**config.mk**
```make
export PLATFORM = sky130hd
export DESIGN_NAME = dhs_port
export DESIGN_NICKNAME = d
export VERILOG_FILES = /design/src/dhs_pkg.sv /design/src/dhs_port.sv
export SDC_FILE = /design/constraint.sdc
export NUM_CORES = 1
export LEC_CHECK = 0
export BUFFER_PORTS_ARGS = -buffer_cell sky130_fd_sc_hd__buf_2
export CORE_MARGIN = 2
export CORE_UTILIZATION = 45
export DETAILED_ROUTE_END_ITERATION = 16
export SYNTH_ARGS = -nofsm -noshare
export SYNTH_HDL_FRONTEND = slang
export SYNTH_SLANG_ARGS = --single-unit
export TNS_END_PERCENT = 1
```
**constraint.sdc**
```tcl
create_clock -name i_sys_clk -period 5.5 [get_ports i_sys_clk]
set_clock_uncertainty 0.1 [all_clocks]
set_input_delay 0.275 -clock i_sys_clk [delete_from_list [all_inputs] [get_ports i_sys_clk]]
set_output_delay 0.275 -clock i_sys_clk [all_outputs]
set_load 0.1 [all_outputs]
```
**src/dhs_pkg.sv**
```systemverilog
// Constants and timing counts shared by the dual host serial port
package dhs_pkg;

  // ==========================================================
  // Clock
  localparam int CLK_NS = 20;

  // ==========================================================
  // Single-wire link timing, microseconds, then cycles
  localparam int START_LOW_TIME_US  = 10;
  localparam int DATA_SETUP_TIME_US = 30;
  localparam int DATA_VALID_TIME_US = 50;
  localparam int STOP_SETUP_TIME_US = 60;
  localparam int BIT_CYCLE_TIME_US  = 100;
  localparam int BREAK_TIME_US      = 80;
  localparam int TURN_TIME_US       = 20;

  // Least times round up, except the stop setup count, which truncates
  localparam int SW_START_CYC  = (START_LOW_TIME_US * 1000 + CLK_NS - 1) / CLK_NS;
  localparam int SW_SAMPLE_CYC = (DATA_SETUP_TIME_US * 1000 + CLK_NS - 1) / CLK_NS;
  localparam int SW_VALID_CYC  = (DATA_VALID_TIME_US * 1000 + CLK_NS - 1) / CLK_NS;
  localparam int SW_STOP_CYC   = (STOP_SETUP_TIME_US * 1000) / CLK_NS;
  localparam int SW_CYCLE_CYC  = (BIT_CYCLE_TIME_US * 1000 + CLK_NS - 1) / CLK_NS;
  localparam int SW_BREAK_CYC  = (BREAK_TIME_US * 1000 + CLK_NS - 1) / CLK_NS;
  localparam int SW_TURN_CYC   = (TURN_TIME_US * 1000 + CLK_NS - 1) / CLK_NS;
  // A reply waits for the host's last frame to end, then for the turnaround
  localparam int SW_TX_WAIT_CYC = SW_CYCLE_CYC - SW_SAMPLE_CYC + SW_TURN_CYC;

  // ==========================================================
  // I2C timeout and protocol switch delay
  localparam int BUS_LOW_TIME_MS   = 2;
  localparam int SWITCH_TIME_MS    = 200;
  localparam int BUS_LOW_CYC_DEF   = (BUS_LOW_TIME_MS * 1000000) / CLK_NS;
  localparam int SWITCH_CYC_DEF    = (SWITCH_TIME_MS * 1000000) / CLK_NS;

  // ==========================================================
  // Encodings
  localparam logic [6:0]  I2C_ADDR     = 7'h55;
  localparam int          CMD_HI_BIT   = 7;
  localparam int          SW_WRITE_BIT = 7;
  localparam logic [6:0]  CTL_LOC      = 7'h00;
  localparam logic [15:0] CODE_TO_SW   = 16'h7c40;
  localparam logic [15:0] CODE_TO_I2C  = 16'h29e7;
  localparam logic [1:0]  WR_MAX       = 2'h2;
  localparam logic        MODE_I2C_RST = 1'b0;

  typedef enum logic [2:0] {SW_BRK, SW_CMD, SW_DATA, SW_TURN, SW_TX} dhs_sw_e;
  typedef enum logic [2:0] {I_IDLE, I_ADDR, I_ACK, I_CMD, I_WR, I_RD, I_MACK,
                            I_SKIP} dhs_i2c_e;

endpackage

```
**src/dhs_port.sv**
```systemverilog
// Dual host serial port: single-wire link and I2C slave with protocol switch
`timescale 1ns/10ps

// What this block does
// - Single-wire bytes and words shift LSB first
// - Command bits 0-6 code, bit 7 direction
// - Accept or return 8 or 16 data bits
// - Bit frame starts with start-low pulse
// - Data valid from setup to valid time
// - Release by stop setup, high till cycle end
// - Line low for break time means break
// - Hold mode at I2C but answer neither host until the stored flag is valid, then start in the stored protocol
// - I2C answers only address 1010101
// - Quick read returns data at pointer
// - Pointer advances on each acknowledged byte
// - Consecutive write bytes go to consecutive locations
// - Nack data written to read-only location
// - Nack command byte above 0x7F
// - Nack every surplus incremental write byte
// - Release lines after bus-low timeout
// - Lines still held low means sleep
// - 0x7C40 to control selects single-wire
// - Store flag, silent while switching, new protocol
// - 0x29E7 to control returns to I2C
module dhs_port #(
  parameter int BUS_LOW_CYC = dhs_pkg::BUS_LOW_CYC_DEF,
  parameter int SWITCH_CYC  = dhs_pkg::SWITCH_CYC_DEF
) (
  input  wire logic       i_sys_clk,
  input  wire logic       i_reset,
  input  wire logic       i_clk_en,
  input  wire logic       i_sw_line,
  output logic            o_sw_oe,
  input  wire logic       i_scl,
  input  wire logic       i_sda,
  output logic            o_sda_oe,
  input  wire logic [7:0] i_reg_rdata,
  input  wire logic       i_reg_ro,
  input  wire logic       i_reg_wide,
  output logic [6:0]      o_reg_addr,
  output logic [7:0]      o_reg_wdata,
  output logic            o_reg_wr,
  output logic            o_reg_rd,
  input  wire logic       i_nv_valid,
  input  wire logic       i_nv_mode,
  output logic            o_nv_wr,
  output logic            o_nv_mode,
  output logic            o_mode_sw,
  output logic            o_busy,
  output logic            o_sleep
);

  typedef struct packed {
    logic              ready;
    logic              mode_sw;
    logic [23:0]       busy_cnt;
    logic              busy;
    logic              nv_wr;
    logic              nv_mode;
    logic [6:0]        addr;
    logic [7:0]        wdata;
    logic              wr;
    logic              rd;
    logic [7:0]        ctl_lo;
    logic              ctl_seen;
    dhs_pkg::dhs_sw_e  sw_st;
    logic              sw_prev;
    logic [15:0]       sw_since;
    logic [15:0]       sw_low;
    logic [15:0]       sw_tcnt;
    logic [15:0]       sw_sh;
    logic [4:0]        sw_bits;
    logic [4:0]        sw_len;
    logic              sw_pend;
    logic [7:0]        sw_hi;
    logic              sw_oe;
    dhs_pkg::dhs_i2c_e i_st;
    dhs_pkg::dhs_i2c_e i_nx;
    logic              scl_p;
    logic              sda_p;
    logic [7:0]        i_sh;
    logic [3:0]        i_bits;
    logic [6:0]        i_ptr;
    logic [1:0]        i_nwr;
    logic [23:0]       i_low;
    logic              i_rel;
    logic              sda_oe;
    logic              sleep;
  } dhs_state_s;

  dhs_state_s r_reg;
  dhs_state_s r_next;

  logic       do_wr;
  logic [6:0] wa;
  logic [7:0] wd;
  logic       rise;
  logic       fall;
  logic       i_start;
  logic       i_stop;
  logic       sw_fall;
  logic [7:0] sw_byte;
  logic       sw_smp;

  assign rise    = !r_reg.scl_p && i_scl;
  assign fall    = r_reg.scl_p && !i_scl;
  assign i_start = i_scl && r_reg.scl_p && r_reg.sda_p && !i_sda;
  assign i_stop  = i_scl && r_reg.scl_p && !r_reg.sda_p && i_sda;
  assign sw_fall = r_reg.sw_prev && !i_sw_line;
  assign sw_byte = {i_sw_line, r_reg.sw_sh[15:9]};
  assign sw_smp  = r_reg.sw_since == 16'(dhs_pkg::SW_SAMPLE_CYC);

  always_comb
  begin
    r_next = r_reg;
    do_wr  = 1'b0;
    wa     = r_reg.i_ptr;
    wd     = r_reg.i_sh;
    r_next.wr    = 1'b0;
    r_next.rd    = 1'b0;
    r_next.nv_wr = 1'b0;
    r_next.scl_p   = i_scl;
    r_next.sda_p   = i_sda;
    r_next.sw_prev = i_sw_line;

    // ==========================================================
    // Start-up and protocol switch
    if (!r_reg.ready)
    begin
      if (i_nv_valid)
      begin
        r_next.ready   = 1'b1;
        r_next.mode_sw = i_nv_mode;
      end
    end else if (r_reg.busy_cnt != 24'h000000)
    begin
      // Stays deaf for the whole switch countdown, then changes protocol
      r_next.busy_cnt = r_reg.busy_cnt - 24'h000001;
      if (r_reg.busy_cnt == 24'h000001)
        r_next.mode_sw = r_reg.nv_mode;
    end else if (r_reg.mode_sw)
    begin
      // ==========================================================
      // Single-wire link
      r_next.sw_since = sw_fall ? 16'h0000 :
        (r_reg.sw_since == 16'hffff ? 16'hffff : r_reg.sw_since + 16'h0001);
      r_next.sw_low = i_sw_line ? 16'h0000 :
        (r_reg.sw_low == 16'hffff ? 16'hffff : r_reg.sw_low + 16'h0001);
      if (r_reg.sw_pend)
      begin
        do_wr          = 1'b1;
        wa             = 7'(r_reg.addr + 7'h01);
        wd             = r_reg.sw_hi;
        r_next.sw_pend = 1'b0;
      end
      if (!r_reg.sw_oe && !i_sw_line &&
          r_reg.sw_low == 16'(dhs_pkg::SW_BREAK_CYC - 1))
      begin
        r_next.sw_st   = dhs_pkg::SW_CMD;
        r_next.sw_bits = 5'h00;
      end else
      begin
        unique case (r_reg.sw_st)
          dhs_pkg::SW_BRK:
            r_next.sw_bits = 5'h00;
          dhs_pkg::SW_CMD:
            if (sw_smp)
            begin
              r_next.sw_sh   = {i_sw_line, r_reg.sw_sh[15:1]};
              r_next.sw_bits = r_reg.sw_bits + 5'h01;
              if (r_reg.sw_bits == 5'h07)
              begin
                r_next.addr    = sw_byte[6:0];
                r_next.sw_bits = 5'h00;
                r_next.sw_tcnt = 16'h0000;
                r_next.sw_st   = sw_byte[dhs_pkg::SW_WRITE_BIT] ?
                                 dhs_pkg::SW_DATA : dhs_pkg::SW_TURN;
              end
            end
          dhs_pkg::SW_DATA:
            if (sw_smp)
            begin
              r_next.sw_sh   = {i_sw_line, r_reg.sw_sh[15:1]};
              r_next.sw_bits = r_reg.sw_bits + 5'h01;
              if (r_reg.sw_bits == 5'h00)
                r_next.sw_len = i_reg_wide ? 5'h10 : 5'h08;
              if (r_reg.sw_bits + 5'h01 == (r_reg.sw_bits == 5'h00 ?
                  (i_reg_wide ? 5'h10 : 5'h08) : r_reg.sw_len))
              begin
                do_wr        = 1'b1;
                wa           = r_reg.addr;
                wd           = (r_reg.sw_len == 5'h10) ? r_reg.sw_sh[8:1] : sw_byte;
                r_next.sw_hi = sw_byte;
                r_next.sw_pend = r_reg.sw_len == 5'h10;
                r_next.sw_st   = dhs_pkg::SW_CMD;
                r_next.sw_bits = 5'h00;
              end
            end
          dhs_pkg::SW_TURN:
          begin
            // Fetch low then high byte while the host is quiet
            r_next.sw_tcnt = r_reg.sw_tcnt + 16'h0001;
            if (r_reg.sw_tcnt == 16'h0000)
              r_next.rd = 1'b1;
            if (r_reg.sw_tcnt == 16'h0001)
            begin
              r_next.sw_sh[7:0] = i_reg_rdata;
              r_next.sw_len     = i_reg_wide ? 5'h10 : 5'h08;
              r_next.addr       = 7'(r_reg.addr + 7'h01);
              r_next.rd         = i_reg_wide;
            end
            if (r_reg.sw_tcnt == 16'h0002)
            begin
              r_next.sw_sh[15:8] = i_reg_rdata;
              r_next.addr        = 7'(r_reg.addr - 7'h01);
            end
            // Pulling low before the host's frame ends would corrupt its last bit
            if (r_reg.sw_tcnt == 16'(dhs_pkg::SW_TX_WAIT_CYC))
            begin
              r_next.sw_tcnt = 16'h0000;
              r_next.sw_st   = dhs_pkg::SW_TX;
            end
          end
          dhs_pkg::SW_TX:
          begin
            r_next.sw_tcnt = r_reg.sw_tcnt + 16'h0001;
            if (r_reg.sw_tcnt < 16'(dhs_pkg::SW_START_CYC))
              r_next.sw_oe = 1'b1;
            else if (r_reg.sw_tcnt < 16'(dhs_pkg::SW_VALID_CYC))
              r_next.sw_oe = !r_reg.sw_sh[0];
            else
              r_next.sw_oe = 1'b0;
            if (r_reg.sw_tcnt == 16'(dhs_pkg::SW_CYCLE_CYC - 1))
            begin
              r_next.sw_tcnt = 16'h0000;
              r_next.sw_sh   = {1'b0, r_reg.sw_sh[15:1]};
              r_next.sw_bits = r_reg.sw_bits + 5'h01;
              if (r_reg.sw_bits + 5'h01 == r_reg.sw_len)
              begin
                r_next.sw_st   = dhs_pkg::SW_CMD;
                r_next.sw_bits = 5'h00;
              end
            end
          end
        endcase
      end
    end else
    begin
      // ==========================================================
      // I2C slave
      // A toggling clock is activity; only a line stuck low runs the timer
      r_next.i_low = ((i_scl && i_sda) || rise || fall) ? 24'h000000 :
        (r_reg.i_low == 24'hffffff ? r_reg.i_low : r_reg.i_low + 24'h000001);
      r_next.i_rel = 1'b0;
      if (r_reg.i_rel && (!i_scl || !i_sda))
        r_next.sleep = 1'b1;
      if (r_reg.sleep)
      begin
        if (i_scl && i_sda)
          r_next.sleep = 1'b0;
      end else if (r_reg.i_low == 24'(BUS_LOW_CYC - 1))
      begin
        // Our clock is never stretched, so only data needs letting go
        r_next.sda_oe = 1'b0;
        r_next.i_st   = dhs_pkg::I_IDLE;
        r_next.i_rel  = 1'b1;
      end else if (i_start)
      begin
        r_next.i_st   = dhs_pkg::I_ADDR;
        r_next.i_bits = 4'h0;
        r_next.sda_oe = 1'b0;
      end else if (i_stop)
      begin
        r_next.i_st   = dhs_pkg::I_IDLE;
        r_next.sda_oe = 1'b0;
      end else if (rise)
      begin
        unique case (r_reg.i_st)
          dhs_pkg::I_ADDR, dhs_pkg::I_CMD, dhs_pkg::I_WR:
          begin
            r_next.i_sh   = {r_reg.i_sh[6:0], i_sda};
            r_next.i_bits = r_reg.i_bits + 4'h1;
          end
          dhs_pkg::I_RD:
            r_next.i_bits = r_reg.i_bits + 4'h1;
          dhs_pkg::I_MACK:
            if (!i_sda)
            begin
              r_next.i_ptr = 7'(r_reg.i_ptr + 7'h01);
              r_next.i_st  = dhs_pkg::I_ACK;
              r_next.i_nx  = dhs_pkg::I_RD;
            end else
              r_next.i_st = dhs_pkg::I_SKIP;
          default:
            r_next.i_st = r_reg.i_st;
        endcase
      end else if (fall)
      begin
        unique case (r_reg.i_st)
          dhs_pkg::I_ADDR:
            if (r_reg.i_bits == 4'h8)
            begin
              r_next.i_bits = 4'h0;
              if (r_reg.i_sh[7:1] == dhs_pkg::I2C_ADDR)
              begin
                r_next.sda_oe = 1'b1;
                r_next.i_st   = dhs_pkg::I_ACK;
                r_next.i_nx   = r_reg.i_sh[0] ? dhs_pkg::I_RD : dhs_pkg::I_CMD;
              end else
                r_next.i_st = dhs_pkg::I_SKIP;
            end
          dhs_pkg::I_CMD:
            if (r_reg.i_bits == 4'h8)
            begin
              r_next.i_bits = 4'h0;
              if (r_reg.i_sh[dhs_pkg::CMD_HI_BIT])
                r_next.i_st = dhs_pkg::I_SKIP;
              else
              begin
                r_next.i_ptr  = r_reg.i_sh[6:0];
                r_next.i_nwr  = 2'h0;
                r_next.sda_oe = 1'b1;
                r_next.i_st   = dhs_pkg::I_ACK;
                r_next.i_nx   = dhs_pkg::I_WR;
              end
            end
          dhs_pkg::I_WR:
            if (r_reg.i_bits == 4'h8)
            begin
              r_next.i_bits = 4'h0;
              if (i_reg_ro)
                r_next.i_st = dhs_pkg::I_SKIP;
              else if (r_reg.i_nwr == dhs_pkg::WR_MAX)
                r_next.i_st = dhs_pkg::I_SKIP;
              else
              begin
                do_wr         = 1'b1;
                r_next.i_ptr  = 7'(r_reg.i_ptr + 7'h01);
                r_next.i_nwr  = r_reg.i_nwr + 2'h1;
                r_next.sda_oe = 1'b1;
                r_next.i_st   = dhs_pkg::I_ACK;
                r_next.i_nx   = dhs_pkg::I_WR;
              end
            end
          dhs_pkg::I_ACK:
          begin
            r_next.sda_oe = 1'b0;
            r_next.i_st   = r_reg.i_nx;
            r_next.i_bits = 4'h0;
            if (r_reg.i_nx == dhs_pkg::I_RD)
            begin
              r_next.i_sh   = i_reg_rdata;
              r_next.rd     = 1'b1;
              r_next.sda_oe = !i_reg_rdata[7];
            end
          end
          dhs_pkg::I_RD:
            if (r_reg.i_bits == 4'h8)
            begin
              r_next.sda_oe = 1'b0;
              r_next.i_st   = dhs_pkg::I_MACK;
            end else
            begin
              r_next.i_sh   = {r_reg.i_sh[6:0], 1'b0};
              r_next.sda_oe = !r_reg.i_sh[6];
            end
          default:
            r_next.i_st = r_reg.i_st;
        endcase
      end
    end

    // ==========================================================
    // Register strobes and control-code watcher
    if (!r_reg.mode_sw)
      r_next.addr = r_next.i_ptr;
    r_next.wr = do_wr;
    if (do_wr)
    begin
      r_next.addr  = wa;
      r_next.wdata = wd;
      if (wa == dhs_pkg::CTL_LOC)
      begin
        r_next.ctl_lo   = wd;
        r_next.ctl_seen = 1'b1;
      end else
        r_next.ctl_seen = 1'b0;
      if (wa == 7'(dhs_pkg::CTL_LOC + 7'h01) && r_reg.ctl_seen &&
          (({wd, r_reg.ctl_lo} == dhs_pkg::CODE_TO_SW && !r_reg.mode_sw) ||
           ({wd, r_reg.ctl_lo} == dhs_pkg::CODE_TO_I2C && r_reg.mode_sw)))
      begin
        r_next.nv_wr    = 1'b1;
        r_next.nv_mode  = !r_reg.mode_sw;
        r_next.busy_cnt = 24'(SWITCH_CYC);
        r_next.sda_oe   = 1'b0;
        r_next.sw_oe    = 1'b0;
        r_next.i_st     = dhs_pkg::I_IDLE;
        r_next.sw_st    = dhs_pkg::SW_BRK;
        r_next.sw_pend  = 1'b0;
      end
    end
    r_next.busy = r_next.busy_cnt != 24'h000000;
  end

  always_ff @(posedge i_sys_clk)
  begin
    if (i_reset)
    begin
      r_reg          <= '0;
      r_reg.mode_sw  <= dhs_pkg::MODE_I2C_RST;
      r_reg.sw_since <= 16'hffff;
      r_reg.sw_prev  <= 1'b1;
      r_reg.scl_p    <= 1'b1;
      r_reg.sda_p    <= 1'b1;
    end else if (i_clk_en)
      r_reg <= r_next;
  end

  assign o_sw_oe     = r_reg.sw_oe;
  assign o_sda_oe    = r_reg.sda_oe;
  assign o_reg_addr  = r_reg.addr;
  assign o_reg_wdata = r_reg.wdata;
  assign o_reg_wr    = r_reg.wr;
  assign o_reg_rd    = r_reg.rd;
  assign o_nv_wr     = r_reg.nv_wr;
  assign o_nv_mode   = r_reg.nv_mode;
  assign o_mode_sw   = r_reg.mode_sw;
  assign o_busy      = r_reg.busy;
  assign o_sleep     = r_reg.sleep;
endmodule // dhs_port

```
Word-level counts from Yosys, hierarchy flattened
Cells that the tools add are included.
{"block": "word_totals", "ff_bits": 199, "output_inout_bits": 24}
{"block": "op_classes", "n_addsub": 11, "n_lt_le_gt_ge": 2, "n_eq_ne": 73, "n_mux": 217, "bitwise": 8, "n_reduce_logical": 67}
{"op": "13-bit 2-to-1 mux", "n": 20}
{"op": "16-bit 2-to-1 mux", "n": 8}
{"op": "7-bit 2-to-1 mux", "n": 18}
{"op": "24-bit 2-to-1 mux", "n": 5}
{"op": "8-bit 2-to-1 mux", "n": 14}
{"op": "36-bit 2-to-1 mux", "n": 3}
{"op": "3-bit 2-to-1 mux", "n": 33}
{"op": "37-bit 2-to-1 mux", "n": 2}
{"op": "9-bit 2-to-1 mux", "n": 8}
{"op": "16-bit case mux with 4 select lines", "n": 1}
{"op": "1-bit 2-to-1 mux", "n": 63}
{"op": "11-bit inequality test (second input constant)", "n": 5}
{"op": "16-bit by 1-bit adder with 16-bit output (second input constant)", "n": 3}
{"op": "16-bit case mux with 3 select lines", "n": 1}
{"op": "24-bit nonzero test", "n": 2}
{"op": "21-bit 2-to-1 mux", "n": 2}
{"op": "6-bit 2-to-1 mux", "n": 7}
{"op": "3-bit inequality test (second input constant)", "n": 14}
{"op": "8-bit AND reduction", "n": 5}
{"op": "35-bit 2-to-1 mux", "n": 1}
{"op": "5-bit 2-to-1 mux", "n": 7}
{"op": "16-bit by 13-bit equality test with 1-bit output (second input constant)", "n": 2}
{"op": "16-bit equality test (second input constant)", "n": 2}
{"op": "13-bit AND reduction", "n": 2}
{"op": "other kinds (74)", "n": 150}

Longest topological paths before layout
{"block": "logic_depth", "depth_word": 25, "depth_mapped": 17}

Worst setup path before layout
OpenSTA, ideal clock, no wires.
{"block": "synth_path", "kind": "flip-flop to flip-flop", "startpoint": "reg r_reg[71] in the netlist's numbering", "endpoint": "reg r_reg[183] in the netlist's numbering", "arrival_ps": 3811, "slack_ps": 1531, "stages_incl_launch_ff": 17, "n_path_buf": 3, "path_cell_list": "dfxtp_1 > inv_1 > ha_1 > or4b_4 > buf_6 > mux2i_4 > xnor2_2 > o41ai_2 > and2_1 > clkbuf_1 > o22a_1 > or4_4 > a2111oi_4 > and3_1 > buf_4 > o21a_1 > o21a_1"}
{"block": "synth_between", "elab_chain_cells": 16}
{"item": "start, declared", "line": "dhs_port.sv:91", "rtl": "dhs_state_s r_reg;"}
{"item": "start signal, assigned", "line": "dhs_port.sv:416", "rtl": "r_reg <= r_next;"}
{"item": "branches (longest 2 deep; another with 5-bit by 1-bit adder with 5-bit output)"}
{"item": "5-bit equality test *", "line": "dhs_port.sv:187", "rtl": "if (r_reg.sw_bits + 5'h01 == (r_reg.sw_bits == 5'h00 ?"}
{"item": "8-bit 2-to-1 mux", "line": "dhs_port.sv:187"}
{"item": "8-bit 2-to-1 mux", "line": "dhs_port.sv:181", "rtl": "if (sw_smp)"}
{"item": "8-bit 2-to-1 mux", "line": "dhs_port.sv:163", "rtl": "unique case (r_reg.sw_st)"}
{"item": "8-bit 2-to-1 mux", "line": "dhs_port.sv:156", "rtl": "if (!r_reg.sw_oe && !i_sw_line &&"}
{"item": "8-bit 2-to-1 mux", "line": "dhs_port.sv:141", "rtl": "end else if (r_reg.mode_sw)"}
{"item": "8-bit 2-to-1 mux", "line": "dhs_port.sv:135", "rtl": "end else if (r_reg.busy_cnt != 24'h000000)"}
{"item": "8-bit 2-to-1 mux", "line": "dhs_port.sv:128", "rtl": "if (!r_reg.ready)"}
{"item": "16-bit by 15-bit equality test with 1-bit output or 16-bit by 14-bit equality test with 1-bit output (tied branches)", "line": "dhs_port.sv:389, dhs_port.sv:390"}
{"item": "1-bit logical AND, on equally long branches", "line": "dhs_port.sv:389, dhs_port.sv:390"}
{"item": "1-bit logical OR", "line": "dhs_port.sv:389", "rtl": "(({wd, r_reg.ctl_lo} == dhs_pkg::CODE_TO_SW && !r_reg.mode_sw) ||"}
{"item": "1-bit logical AND", "line": "dhs_port.sv:388", "rtl": "if (wa == 7'(dhs_pkg::CTL_LOC + 7'h01) && r_reg.ctl_seen &&"}
{"item": "24-bit 2-to-1 mux", "line": "dhs_port.sv:388"}
{"item": "24-bit 2-to-1 mux *", "line": "dhs_port.sv:378", "rtl": "if (do_wr)"}
Every way passes the cells marked *.
A chain may end at the register's enable or synchronous reset.

Worst setup path in the final report
{"block": "layout_path", "startpoint": "reg r_reg[71] in the netlist's numbering", "endpoint": "reg r_reg[142] in the netlist's numbering"}
{"block": "layout_between", "elab_chain_cells": 16}
{"item": "branches (longest 15 deep; another with 5-bit by 1-bit adder with 5-bit output)"}
{"item": "3-bit 2-to-1 mux *", "line": "dhs_port.sv:378"}
Marked as above.

==> results_dict.tcl <==
set metrics [dict create \
    status "finished clean" \
    crit_required_ps 5720 \
    synth-xor-area-share 0.0545 \
    synth-simple-area-share 0.286 \
    clk_latency_ps 460 \
    timing.fmax_mhz 217 \
    die_x_um 169 \
    drc_errors 0 \
    fin_util 0.489 \
    nets 1598 \
    ctsResizeCount 0 \
    crit_arrival_ps 4830 \
    first_pass_iters 5 \
    core.rowCount 60 \
    p_int_mw 2.81 \
    grt_pass1_vias 10700 \
    syn_inst 1588 \
    synthToLayoutAreaGrowth_pct 7.63 \
    final_common_cell "nor2_1" \
    synth_nets 1626 \
    synth-async-reset-ratio 0 \
    grt_max_degree 73 \
    grt_remaining_overflow 0 \
    largest_reg_flops 175 \
    num_io_pins 42 \
    reg2reg_slack_ps 890 \
    clockPowerShare 0.291 \
    layout_common_cells "nor2_1 (221), dfxtp_1 (199), nand2_1 (140)" \
    synthesis.area_um2 12200 \
    cp-startpoint "r_reg[71]$_SDFFE_PP0P_" \
    cts_sinks 199 \
    antenna_found_initial 0 \
    clock_path_buffers 2 \
    drt-wirelength-per-cell_um 18.6 \
    dp_cells 1881 \
    cts_htree_levels 4 \
    rsz0062_at_grt "false" \
    path_max_fanout 11 \
    design.die.area_um2 28400 \
    p_seq_frac 0.354 \
    min_to "r_reg[49]$_SDFFE_PP1P_" \
    portBuffers 41 \
    ys_ff_latch 199 \
    die_h_um 169 \
    tns_ps 0 \
    slew_violations 0 \
    timing_worst_setup_path_type "flip-flop to flip-flop" \
    hp-start "i_scl" \
    met3_length_mm 2.05 \
    numCtsBuffers 17 \
    muxShareOfSynthArea 0.0540 \
    synth_edf_count 0 \
    synth_area_leader_cell "dfxtp_1" \
    hold_viol 0 \
    p_per_area_nw_per_um2 360 \
    hold_path_depth 3 \
    routed_wl_mm 35.7 \
    r2r-end "r_reg[142]$_SDFFE_PP0P_" \
    peakVddDrop_v 0.000419 \
    grt_pass1_wl_mm 57.6 \
    layout_setup_ws_ps 886 \
    avgViaCountPerCell 6.03 \
    p_leak_nw 4.59 \
    synth-seq-area-share 0.327 \
    relSlewSlack 0.259 \
    initial_core_util 0.455 \
    met1_length_mm 17.0 \
    num_antenna_cells 0 \
    comb_power_share 0.355 \
    synth_compound_area_frac 0.207 \
    final_cells 1914 \
    rr_startpoint "r_reg[71]$_SDFFE_PP0P_" \
    ant_nets 0 \
    stdcell_area_um2 13100 \
    ys_types 87 \
    crit_path_start_kind "flip-flop" \
    fp.coreArea_um2 26800 \
    met2WireLength_mm 15.9 \
    period_needed_ps 4610 \
    total_power_mw 4.72 \
    cts_tree "yes" \
    yosysTopAreaCellShare 0.327 \
    worst_hold_path_type "input pin to flip-flop" \
    synth_area_per_cell_um2 7.67 \
    synth_fa_ha_area_frac 0.0214 \
    r2r_cells 13 \
    post-route-period-util 0.839 \
    vias 11500 \
    place_ws_ps 934 \
    tightest_slew_ps 1110 \
    sw_frac_of_total 0.405 \
    synth_top_flop_cell "dfxtp_1" \
    top_layer "met4" \
    clkTransAtPathRegs_ps 80 \
    synth_area_leaders "dfxtp_1 (33%), nor2_1 (6.8%), mux2i_1 (4.8%)" \
    post_dp_cell_area_um2 12500 \
    drv_cap 0 \
    drive_gt1_frac 0.0776 \
    yosysWarnings 0 \
    grt_usage 0.252 \
    cts-root-buf "clkbuf_16" \
    post-dp-hpwl_mm 25.3 \
    hold_ws_ps 25.2 \
    crit_path_end_kind "flip-flop" \
    finalSetupViolations 0 \
    globalplace.congestion 0.939 \
    dr.first_iter.drc_count 1044 \
    synth_top_family_by_area "simple AND/OR/NAND/NOR gates" \
    switchingPower_mw 1.91 \
]
power groups by stage:
| stage | Sequential (mW) | Clock, mW | Combinational (mW) |
|---|---|---|---|
| 3_5_place_dp | 1.70 | 0 | 1.65 |
| 5_1_grt | 1.69 | 1.45 | 1.86 |
| 3_3_place_gp | 1.70 | 0 | 1.64 |
| 2_1_floorplan | 1.68 | 0 | 1.23 |
| 4_1_cts | 1.67 | 1.40 | 1.67 |
| 6_report | 1.67 | 1.37 | 1.68 |
repair_timing:
action                    4_1_cts  5_1_grt
hold endpoints to repair        1        0
hold buffers                    1        0
setup buffers                   0        0
synthesized netlist by cell type (all sizes together), types with 7 or more instances:
library cell and instances:
nand2 140, a22oi 25, o21ai 78, or4 14, nor2b 13, mux2i 60
a22o 8, nor3 43, nor2 221, o21a 19, xnor2 37, nand4 18
or3 18, or2 13, buf 22, nor4 40, a21oi 112, nand3 70
o211ai 15, dfxtp 199, a31oi 25, o22ai 10, nand2b 19, and4 7
a211oi 38, clkbuf 84, and3 30, inv 34, xor2 38, ha 20
and2 22
worst max-delay path by stage:
stage,end,slack [ps],cells after the start
finish,r_reg[142]$_SDFFE_PP0P_,890,13
global route,r_reg[142]$_SDFFE_PP0P_,620,13
CTS,r_reg[142]$_SDFFE_PP0P_,910,13
detailed placement,r_reg[142]$_SDFFE_PP0P_,930,13
global placement,r_reg[142]$_SDFFE_PP0P_,1000,12
floorplan,r_reg[183]$_SDFFE_PP0P_,1530,16
per-layer routing:
metal | track usage | vias up
met5 | 0 | -
met4 | 0.0705 | 0
met3 | 0.0419 | 51
met2 | 0.395 | 345
met1 | 0.358 | 5480
li1 | - | 5670
worst max-delay path, cell delays in order (launching register included):
cell       delay [ps]
dfxtp_1           380
inv_1             120
ha_1              170
or4b_4            530
nand3_1           110
o211ai_1          260
nor4_2            710
mux2i_1           290
a21oi_1           100
or4_4             530
a2111oi_4         350
and3_1            570
or2_0             200
a21oi_1            70
cell families (layout without fill, tap and decap cells):
logic type               Yosys count  after routing
flip-flops                       199            199
adder cells (fa/ha/maj)           21             21
buffers and inverters            142            127
XOR/XNOR                          75             75
AO/OA/AOI/OAI                    390            390
AND/OR/NAND/NOR                  697            697
multiplexers                      64             64
final cells by class:
cell class                      instances  area (um2)
Fill cell                            2654       13700
Multi-Input combinational cell       1247        7590
Sequential cell                       199        3980
Tap cell                              341         427
Clock buffer                           17         425
Timing Repair Buffer                   59         345
Clock inverter                         15         209
Inverter                               36         135
No activity file was read; power rests on OpenSTA's default activity.
